File: config.mk
export PLATFORM = sky130hd
export DESIGN_NAME = ssw_top
export DESIGN_NICKNAME = d
export VERILOG_FILES = /design/src/pkg/ssw_pkg.sv /design/src/design/ssw_top.sv /design/src/design/ssw_wave_lut.sv
export SDC_FILE = /design/constraint.sdc
export NUM_CORES = 1
export LEC_CHECK = 0
export ABC_AREA = 1
export CORE_MARGIN = 2
export CORE_UTILIZATION = 35
export CTS_CLUSTER_DIAMETER = 120
export DETAILED_ROUTE_END_ITERATION = 12
export DONT_BUFFER_PORTS = 1
export PLACE_DENSITY = 0.49
export SLEW_MARGIN = 15
export SYNTH_ARGS = -nofsm -noshare
export SYNTH_HDL_FRONTEND = slang
export SYNTH_HIERARCHICAL = 1
export SYNTH_SLANG_ARGS = --single-unit
File: constraint.sdc
create_clock -name clk -period 7 [get_ports clk]
set_clock_uncertainty 0.2 [all_clocks]
set_input_delay 1.4 -clock clk [delete_from_list [all_inputs] [get_ports clk]]
set_output_delay 1.4 -clock clk [all_outputs]
set_load 0.1 [all_outputs]
File: src/pkg/ssw_pkg.sv
package ssw_pkg;

    // Avalon-MM word addresses (byte address / 4)
    localparam logic [3:0] SSW_ADDR_CTRL   = 4'h0;
    localparam logic [3:0] SSW_ADDR_THRESH = 4'h1;
    localparam logic [3:0] SSW_ADDR_TQCNT  = 4'h2;
    localparam logic [3:0] SSW_ADDR_STATUS = 4'h3;
    localparam logic [3:0] SSW_ADDR_MASK   = 4'h4;
    localparam logic [3:0] SSW_ADDR_FCLR   = 4'h5;
    localparam logic [3:0] SSW_ADDR_WAVE0  = 4'h8;

    // Control register fields
    localparam int SSW_CTRL_RIPPLE_BIT = 0;
    localparam int SSW_CTRL_STALL_EN   = 1;
    localparam int SSW_CTRL_KEEP_DRIVE = 2;
    localparam int SSW_CTRL_REVERSE    = 3;
    localparam int SSW_CTRL_X8         = 4;
    localparam int SSW_CTRL_CUSTOM_EN  = 5;
    localparam int SSW_CTRL_DRIVE_EN   = 6;
    localparam logic [6:0] SSW_CTRL_RESET = 7'h01;

    // Status / mask bits
    localparam int SSW_ST_STALL = 0;
    localparam int SSW_ST_TQUPD = 1;

    localparam int SSW_TQ_W          = 12;
    localparam logic [11:0] SSW_TQ_FULL = 12'hfff;
    localparam int SSW_TQ_PERIOD_MS  = 8;
    localparam int SSW_CLK_KHZ       = 100000;
    localparam int SSW_TQ_CYCLES     = SSW_TQ_PERIOD_MS * SSW_CLK_KHZ;

    localparam int SSW_ENTRIES = 8;
    localparam int SSW_IDX_W   = 5;

    typedef struct packed {
        logic        drive_en;
        logic        custom_en;
        logic        x8;
        logic        reverse;
        logic        keep_drive;
        logic        stall_en;
        logic        ripple;
    } ssw_ctrl_s;

    typedef struct packed {
        logic       sign;
        logic [7:0] mag;
    } ssw_phase_s;

    typedef enum logic [1:0] {
        SSW_RUN   = 2'b00,
        SSW_STALL = 2'b01,
        SSW_KEEP  = 2'b11
    } ssw_state_e;

endpackage : ssw_pkg

File: src/design/ssw_top.sv
// Added by the designer: the Avalon-MM interface to the registers and the address map.
`timescale 1ns/10ps
// Function
// - Stall detection runs only in ripple-control decay, which is the reset mode.
// - Torque count output refreshed every 8 ms, full scale 4095.
// - By reset default stall detection is off; once enabled, a stall raises the fault and, unless keep-drive is set, stops the drive at once.
// - Stall fault stays latched until host clears it, and blocks drive unless keep-drive is set.
// - Option to keep driving the outputs after a stall.
// - Selectable x8 scaling of the reported torque count.
// - Custom mode ignores built-in resolution and drives from custom table.
// - Eight custom entries of 0 to 255 describe the first quadrant.
// - Other quadrants and zero points are derived by the device.
module ssw_top
    import ssw_pkg::*;
#(
    parameter int TQ_CYCLES = SSW_TQ_CYCLES
)
(
    input  wire logic        clk,
    input  wire logic        rst,
    input  wire logic [3:0]  avs_address,
    input  wire logic        avs_read,
    input  wire logic        avs_write,
    input  wire logic [31:0] avs_writedata,
    input  wire logic [3:0]  avs_byteenable,
    output logic      [31:0] avs_readdata,
    output logic             avs_waitrequest,
    output logic             avs_response_err,
    input  wire logic [11:0] tq_raw,
    input  wire logic        step_pulse,
    input  wire logic        dir_in,
    input  wire logic [3:0]  builtin_res,
    input  wire logic [7:0]  builtin_a,
    input  wire logic [7:0]  builtin_b,
    output logic      [11:0] tq_monitor,
    output logic             bridge_en,
    output logic             dir_out,
    output ssw_phase_s       coil_a,
    output ssw_phase_s       coil_b,
    output logic             stall_fault,
    output logic             irq
);

    ssw_ctrl_s              ctrl_q;
    logic [11:0]            thresh_q;
    logic [11:0]            tq_q;
    logic [1:0]             status_q;
    logic [1:0]             mask_q;
    logic [7:0]             wave_q [SSW_ENTRIES];
    logic [SSW_ENTRIES*8-1:0] wave_flat;
    logic [31:0]            period_cnt_q;
    logic                   tq_tick;
    logic [14:0]            tq_scaled;
    logic [11:0]            tq_d;
    logic                   stall_hit;
    ssw_state_e             state_q;
    ssw_state_e             state_d;
    logic                   fault_clear;
    logic [SSW_IDX_W-1:0]   idx_q;
    ssw_phase_s             lut_a;
    ssw_phase_s             lut_b;
    logic                   ack_q;
    logic                   wr_go;
    logic                   rd_go;
    logic [31:0]            rd_mux;
    logic                   addr_ok;
    logic                   rd_take;
    logic                   wr_ctrl;
    logic                   wr_thresh;
    logic                   wr_mask;
    logic                   wr_status;
    logic                   stall_armed;
    logic [1:0]             status_set;
    logic [SSW_IDX_W-1:0]   idx_d;
    ssw_phase_s             coil_a_d;
    ssw_phase_s             coil_b_d;

    function automatic logic is_wave(input logic [3:0] a);
        return a[3];
    endfunction : is_wave

    function automatic logic reg_wr(input logic go, input logic [3:0] a,
                                    input logic [3:0] target);
        return go && (a == target);
    endfunction : reg_wr

    // Bus slave: one wait cycle, then ack
    assign avs_waitrequest = (avs_read | avs_write) & ~ack_q;
    assign wr_go = avs_write & ack_q;
    assign rd_go = avs_read & ack_q;
    // Read data captured in the wait cycle, so it stands when waitrequest drops
    assign rd_take = avs_read & ~ack_q;

    always_ff @(posedge clk or posedge rst) begin
        if (rst) begin
            ack_q <= 1'b0;
        end else begin
            ack_q <= (avs_read | avs_write) & ~ack_q;
        end
    end

    always_comb begin
        addr_ok = 1'b1;
        rd_mux  = 32'h0000_0000;
        if (is_wave(avs_address)) begin
            rd_mux = {24'h00_0000, wave_q[avs_address[2:0]]};
        end else begin
            case (avs_address)
                SSW_ADDR_CTRL:   rd_mux = {25'h000_0000, ctrl_q};
                SSW_ADDR_THRESH: rd_mux = {20'h0_0000, thresh_q};
                SSW_ADDR_TQCNT:  rd_mux = {20'h0_0000, tq_q};
                SSW_ADDR_STATUS: rd_mux = {30'h0000_0000, status_q};
                SSW_ADDR_MASK:   rd_mux = {30'h0000_0000, mask_q};
                SSW_ADDR_FCLR:   rd_mux = 32'h0000_0000;
                default:         addr_ok = 1'b0;
            endcase
        end
    end

    always_ff @(posedge clk or posedge rst) begin
        if (rst) begin
            avs_readdata     <= 32'h0000_0000;
            avs_response_err <= 1'b0;
        end else begin
            if (rd_take) begin
                avs_readdata <= rd_mux;
            end
            avs_response_err <= (rd_go | wr_go) & ~addr_ok;
        end
    end

    // Register write strobes, live only in the acknowledge cycle
    always_comb begin
        wr_ctrl   = reg_wr(wr_go, avs_address, SSW_ADDR_CTRL);
        wr_thresh = reg_wr(wr_go, avs_address, SSW_ADDR_THRESH);
        wr_mask   = reg_wr(wr_go, avs_address, SSW_ADDR_MASK);
        wr_status = reg_wr(wr_go, avs_address, SSW_ADDR_STATUS);
    end

    // Control; ripple decay is the reset mode
    always_ff @(posedge clk or posedge rst) begin
        if (rst) begin
            ctrl_q <= ssw_ctrl_s'(SSW_CTRL_RESET);
        end else if (wr_ctrl && avs_byteenable[0]) begin
            ctrl_q <= ssw_ctrl_s'(avs_writedata[6:0]);
        end
    end

    always_ff @(posedge clk or posedge rst) begin
        if (rst) begin
            thresh_q <= 12'h000;
        end else if (wr_thresh) begin
            if (avs_byteenable[0]) begin
                thresh_q[7:0] <= avs_writedata[7:0];
            end
            if (avs_byteenable[1]) begin
                thresh_q[11:8] <= avs_writedata[11:8];
            end
        end
    end

    always_ff @(posedge clk or posedge rst) begin
        if (rst) begin
            mask_q <= 2'b00;
        end else if (wr_mask && avs_byteenable[0]) begin
            mask_q <= avs_writedata[1:0];
        end
    end

    // Custom table storage, eight 8-bit entries
    genvar gi;
    generate
        for (gi = 0; gi < SSW_ENTRIES; gi++) begin : g_wave
            always_ff @(posedge clk or posedge rst) begin
                if (rst) begin
                    wave_q[gi] <= 8'h00;
                end else if (wr_go && is_wave(avs_address)
                             && avs_address[2:0] == 3'(gi) && avs_byteenable[0]) begin
                    wave_q[gi] <= avs_writedata[7:0];
                end
            end
            assign wave_flat[gi*8 +: 8] = wave_q[gi];
        end
    endgenerate

    // Torque count refresh timer
    always_ff @(posedge clk or posedge rst) begin
        if (rst) begin
            period_cnt_q <= 32'h0000_0000;
        end else if (tq_tick) begin
            period_cnt_q <= 32'h0000_0000;
        end else begin
            period_cnt_q <= period_cnt_q + 32'h0000_0001;
        end
    end
    assign tq_tick = (period_cnt_q == 32'(TQ_CYCLES - 1));

    // x8 scaling saturates at full scale
    always_comb begin
        tq_scaled = ctrl_q.x8 ? {tq_raw, 3'b000} : {3'b000, tq_raw};
        tq_d = (tq_scaled > {3'b000, SSW_TQ_FULL}) ? SSW_TQ_FULL : tq_scaled[11:0];
    end

    always_ff @(posedge clk or posedge rst) begin
        if (rst) begin
            tq_q <= 12'h000;
        end else if (tq_tick) begin
            tq_q <= tq_d;
        end
    end
    assign tq_monitor = tq_q;

    // Only judged at a fresh count, only in ripple decay
    assign stall_armed = ctrl_q.stall_en && ctrl_q.ripple
                         && (thresh_q != 12'h000);
    assign stall_hit   = tq_tick && stall_armed && (tq_d < thresh_q);

    assign fault_clear = reg_wr(wr_go, avs_address, SSW_ADDR_FCLR)
                         && avs_byteenable[0] && avs_writedata[0];

    // Fault state; a stall in the clear cycle wins
    always_comb begin
        state_d = state_q;
        case (state_q)
            SSW_RUN: begin
                if (stall_hit) begin
                    state_d = ctrl_q.keep_drive ? SSW_KEEP : SSW_STALL;
                end
            end
            SSW_STALL, SSW_KEEP: begin
                if (fault_clear && !stall_hit) begin
                    state_d = SSW_RUN;
                end
            end
            default: state_d = SSW_RUN;
        endcase
    end

    always_ff @(posedge clk or posedge rst) begin
        if (rst) begin
            state_q <= SSW_RUN;
        end else begin
            state_q <= state_d;
        end
    end

    assign stall_fault = (state_q != SSW_RUN);
    // Latched stall blocks drive unless keep-drive chosen
    assign bridge_en = ctrl_q.drive_en && (state_q != SSW_STALL);

    // Reverse option flips direction while faulted
    assign dir_out = dir_in ^ (ctrl_q.reverse && stall_fault);

    // Event sources of the status bits
    always_comb begin
        status_set               = 2'b00;
        status_set[SSW_ST_STALL] = stall_hit;
        status_set[SSW_ST_TQUPD] = tq_tick;
    end

    // Sticky status, set beats clear so no event is lost
    generate
        for (gi = 0; gi < 2; gi++) begin : g_status
            always_ff @(posedge clk or posedge rst) begin
                if (rst) begin
                    status_q[gi] <= 1'b0;
                end else if (status_set[gi]) begin
                    status_q[gi] <= 1'b1;
                end else if (wr_status && avs_byteenable[0] && avs_writedata[gi]) begin
                    status_q[gi] <= 1'b0;
                end
            end
        end
    endgenerate
    assign irq = |(status_q & mask_q);

    // Custom step index, advances only while driving
    always_comb begin
        idx_d = idx_q;
        if (step_pulse && bridge_en && ctrl_q.custom_en) begin
            idx_d = dir_out ? idx_q + 5'h01 : idx_q - 5'h01;
        end
    end

    always_ff @(posedge clk or posedge rst) begin
        if (rst) begin
            idx_q <= 5'h00;
        end else begin
            idx_q <= idx_d;
        end
    end

    ssw_wave_lut u_lut (
        .entries (wave_flat),
        .index   (idx_q),
        .phase_a (lut_a),
        .phase_b (lut_b)
    );

    // Built-in resolution ignored entirely in custom mode
    always_comb begin
        coil_a_d = '0;
        coil_b_d = '0;
        if (bridge_en && ctrl_q.custom_en) begin
            coil_a_d = lut_a;
            coil_b_d = lut_b;
        end else if (bridge_en) begin
            coil_a_d = '{sign: builtin_res[3], mag: builtin_a};
            coil_b_d = '{sign: builtin_res[2], mag: builtin_b};
        end
    end

    // Coils fall to zero current while the bridge is off
    always_ff @(posedge clk or posedge rst) begin
        if (rst) begin
            coil_a <= '0;
            coil_b <= '0;
        end else begin
            coil_a <= coil_a_d;
            coil_b <= coil_b_d;
        end
    end

endmodule : ssw_top

File: src/design/ssw_wave_lut.sv
`timescale 1ns/10ps
// Mirrors the first-quadrant table into a full electrical cycle of 32 steps
module ssw_wave_lut
    import ssw_pkg::*;
(
    input  wire logic [SSW_ENTRIES*8-1:0] entries,
    input  wire logic [SSW_IDX_W-1:0]     index,
    output ssw_phase_s                    phase_a,
    output ssw_phase_s                    phase_b
);

    function automatic ssw_phase_s lookup(input logic [SSW_ENTRIES*8-1:0] tbl,
                                          input logic [SSW_IDX_W-1:0] idx);
        logic [2:0] pos;
        logic [3:0] slot;
        ssw_phase_s r;
        pos  = idx[2:0];
        slot = 4'h0;
        r    = '0;
        // Quadrant 0,2 rise from zero; 1,3 fall back; zero points auto inserted
        if (idx[3] == 1'b0) begin
            slot = {1'b0, pos};
        end else begin
            slot = 4'h8 - {1'b0, pos};
        end
        if (slot == 4'h0) begin
            r.mag = 8'h00;
        end else begin
            r.mag = tbl[(slot - 4'h1)*8 +: 8];
        end
        r.sign = idx[4];
        return r;
    endfunction : lookup

    // Phase B leads by a quarter cycle
    assign phase_a = lookup(entries, index);
    assign phase_b = lookup(entries, index + 5'h08);

endmodule : ssw_wave_lut

==> summary.md <==
| Metric | Value |
|---|---|
| Max-slew violations | 0 |
| Worst setup EP type | output pin |
| Most frequent cells in the layout | nand2_1, dfrtp_1, o21ai_0, inv_1, nand3_1 |
| Critical Path RT | 5.40 ns |
| Cts hold-fix bufs | 0 |
| Layout cells sized above 1 | 8.62% |
| Peak VDD IR | 0.144 mV |
| Initial DRC Count | 693 |
| Post-CTS Setup Bufs | 0 |
| WP data arrival | 2.82 ns |
| Port bufs | 0 |
| P&R area growth vs syn | 7.91% |
| Dpl hpwl | 21.0 mm |
| Achievable Freq | 226 MHz |
| Crit Path Category | reg2out |
| Synth Instances | 1298 |
| Final worst slack | 2.58 ns |
| Largest net degree at the start of global routing | 69 |
| Rel. slew slack | 22.5% |
| H-Tree Depth | 4 |
| FILL cells | 2990 |
| Synth cell types | 48 |
| DR WL/cell | 17.8 um |
| CTS Root Cell | clkbuf_16 |
| Initial antenna violation count | 0 |
| Via density | 5.07 |
| Unrepaired setup endpoints after global routing | no |
| Antenna cells | 0 |
| Via count | 8447 |
| Core Footprint | 0.0278 mm^2 |
| Height of the chip | 172 um |
| Die area | 0.0296 mm^2 |
| Synth Register Bits | 170 |
| Static Leak | 5.08 nW |
| Antenna-violating nets left | 0 |
| Synthesized area | 0.00988 mm^2 |
| Asr flop ratio synth | 100% |
| First-pass GRT wire length | 46.6 mm |
| Mean area per synthesized cell | 7.61 um^2 |
| Tmin final | 4.42 ns |
| Placer Congestion | 0.854 |
| Worst-path clk slew | 0.07 ns |
| Vias in the first global route | 8004 |
| Pre-Repair DR Iteration Count | 5 |
| Worst-Margin Slew | 1.16 ns |
| Startpoint types | register |
| Clock sinks | 170 |
| Die Wd | 172 um |
| Post-synth EDFFs | 0 |
| Number of cells on the worst hold path | 1 |
| Synth Warn # | 6 |
| Worst Path Max Fanout | 4 |
| Clock Path Buffers | 2 |
| Setup TNS | 0 ns |
| CTS-repair resized insts | 0 |
| Clk_lat worst skew | 0.43 ns |
| Status | completed |
| Register area share after synthesis | 43.1% |
| Post-Place Setup Slack | 2.97 ns |
| Final wirelength | 29.6 mm |
| # IOs | 146 |
| Initial core utilization | 35.6% |
| Reg2Reg Depth | 11 |
| Hold Vio Cnt, Final | 0 |
| Num rows | 61 |
| DRC | 0 |
| Grt ovf | 0 |
| Max Cap Viol | 0 |
| Inserted Clock Buffers | 17 |
| CTS tree | built |
| Synth Flop Type | dfrtp_1 |
| Worst min path class | reg2reg |
| Total Routing Usage GR | 20.7% |
| Commonest non-fill, non-tap cell in the layout | nand2_1 |
| Setup-failing EPs final | 0 |
| NumNets Final | 1371 |
| Pwr dens | 320 mW/mm^2 |
| Crit share post-route | 63.2% |
[synth_stat cells (8+ instances only)]
library cell / count / share of area, %
clkbuf_1: 15 / 0.57
o21ai_0: 139 / 7.0
nand2_1: 336 / 13
dfrtp_1: 169 / 43
nor2_2: 10 / 0.63
inv_1: 130 / 4.9
buf_4: 24 / 1.8
inv_2: 12 / 0.46
a22oi_1: 12 / 0.91
a21oi_1: 68 / 3.4
o21ai_1: 13 / 0.66
nand2_2: 9 / 0.57
ha_1: 17 / 2.2
nor4_1: 8 / 0.51
buf_2: 20 / 1.0
nor3_1: 18 / 0.91
nand3_1: 111 / 5.6
nor2_1: 61 / 2.3
or2_2: 13 / 0.82
xor2_1: 18 / 1.6
nand4_1: 20 / 1.3
nand3_2: 9 / 0.91
[power breakdown]
part	switching, W	internal (W)
Clock	0.000453	0.000516
Combinational	0.000792	0.000338
Sequential	0.000240	0.00108
[cell type report]
class	instances	area [um^2]	area share (%)
multi-input cells	934	4740	44.4
flip-flops and latches	170	4260	39.9
inverters	147	563	5.28
well taps	378	473	4.44
clock buffers	18	439	4.12
clock inverters	14	158	1.48
repair buffers	5	37.5	0.352
[cells by family after synthesis]
kind of cell | Yosys count | share of synthesized area, %
buf+inv | 213 | 9.85
simple gates | 608 | 28.1
other cells | 1 | 0.0380
xor+xnor | 23 | 2.04
flops | 170 | 43.1
mux | 1 | 0.114
compound gates | 264 | 14.4
fa+ha+maj | 18 | 2.36
[path summary, 6_finish.rpt]
kind	from	to	slack (ns)
setup / recovery	state_q[0]	dir_out	2.58
hold / removal	period_cnt_q[0]	period_cnt_q[0]	0.26
setup reg to reg	state_q[0]	idx_q[4]	3.21
hold reg to reg	period_cnt_q[0]	period_cnt_q[0]	0.26
max in group asynchronous	rst	mask_q[0]	4.68
min in group asynchronous	rst	coil_b[2]	0.73
[per-stage QoR]
step                hold slack (ns)  power, W  cell area (um^2)  util [%]  instances
floorplan                     0.233   0.00221              9950         -       1317
finish                        0.260   0.00341             10700      38.4       1666
detailed placement            0.258   0.00246             10100      36.2       1634
CTS                           0.269   0.00344             10700      38.4       1666
global placement              0.253   0.00246             10100      36.2       1634
global route                  0.299   0.00363             10700      38.4       1666
[registers in the layout, summed over array words and instances, names as in the netlist]
name / cells
ack_q: 1
avs_readdata: 12
avs_response_err: 1
coil_a: 9
coil_b: 9
ctrl_q: 7
idx_q: 5
mask_q: 2
period_cnt_q: 32
state_q: 2
status_q: 2
thresh_q: 12
tq_monitor: 12
wave_flat: 64
[worst max-delay path, stage by stage, from the launching register on]
cell and delay (ns):
dfrtp_1 0.42, nor2_1 0.09, inv_1 0.67, nand2_1 0.26
xor2_1 0.25, inv_1 0.70
[routing by layer]
metal / wire length [um] / part of all wire (%) / vias to the layer above / track usage, %
li1: - / - / 4196 / -
met1: 13400 / 45 / 3969 / 27.8
met2: 14000 / 47 / 248 / 33.7
met3: 1480 / 5.0 / 34 / 3.78
met4: 744 / 2.5 / 0 / 6.72
met5: 0 / 0 / - / 0
Note: power is estimated with default switching activity, not from simulation.
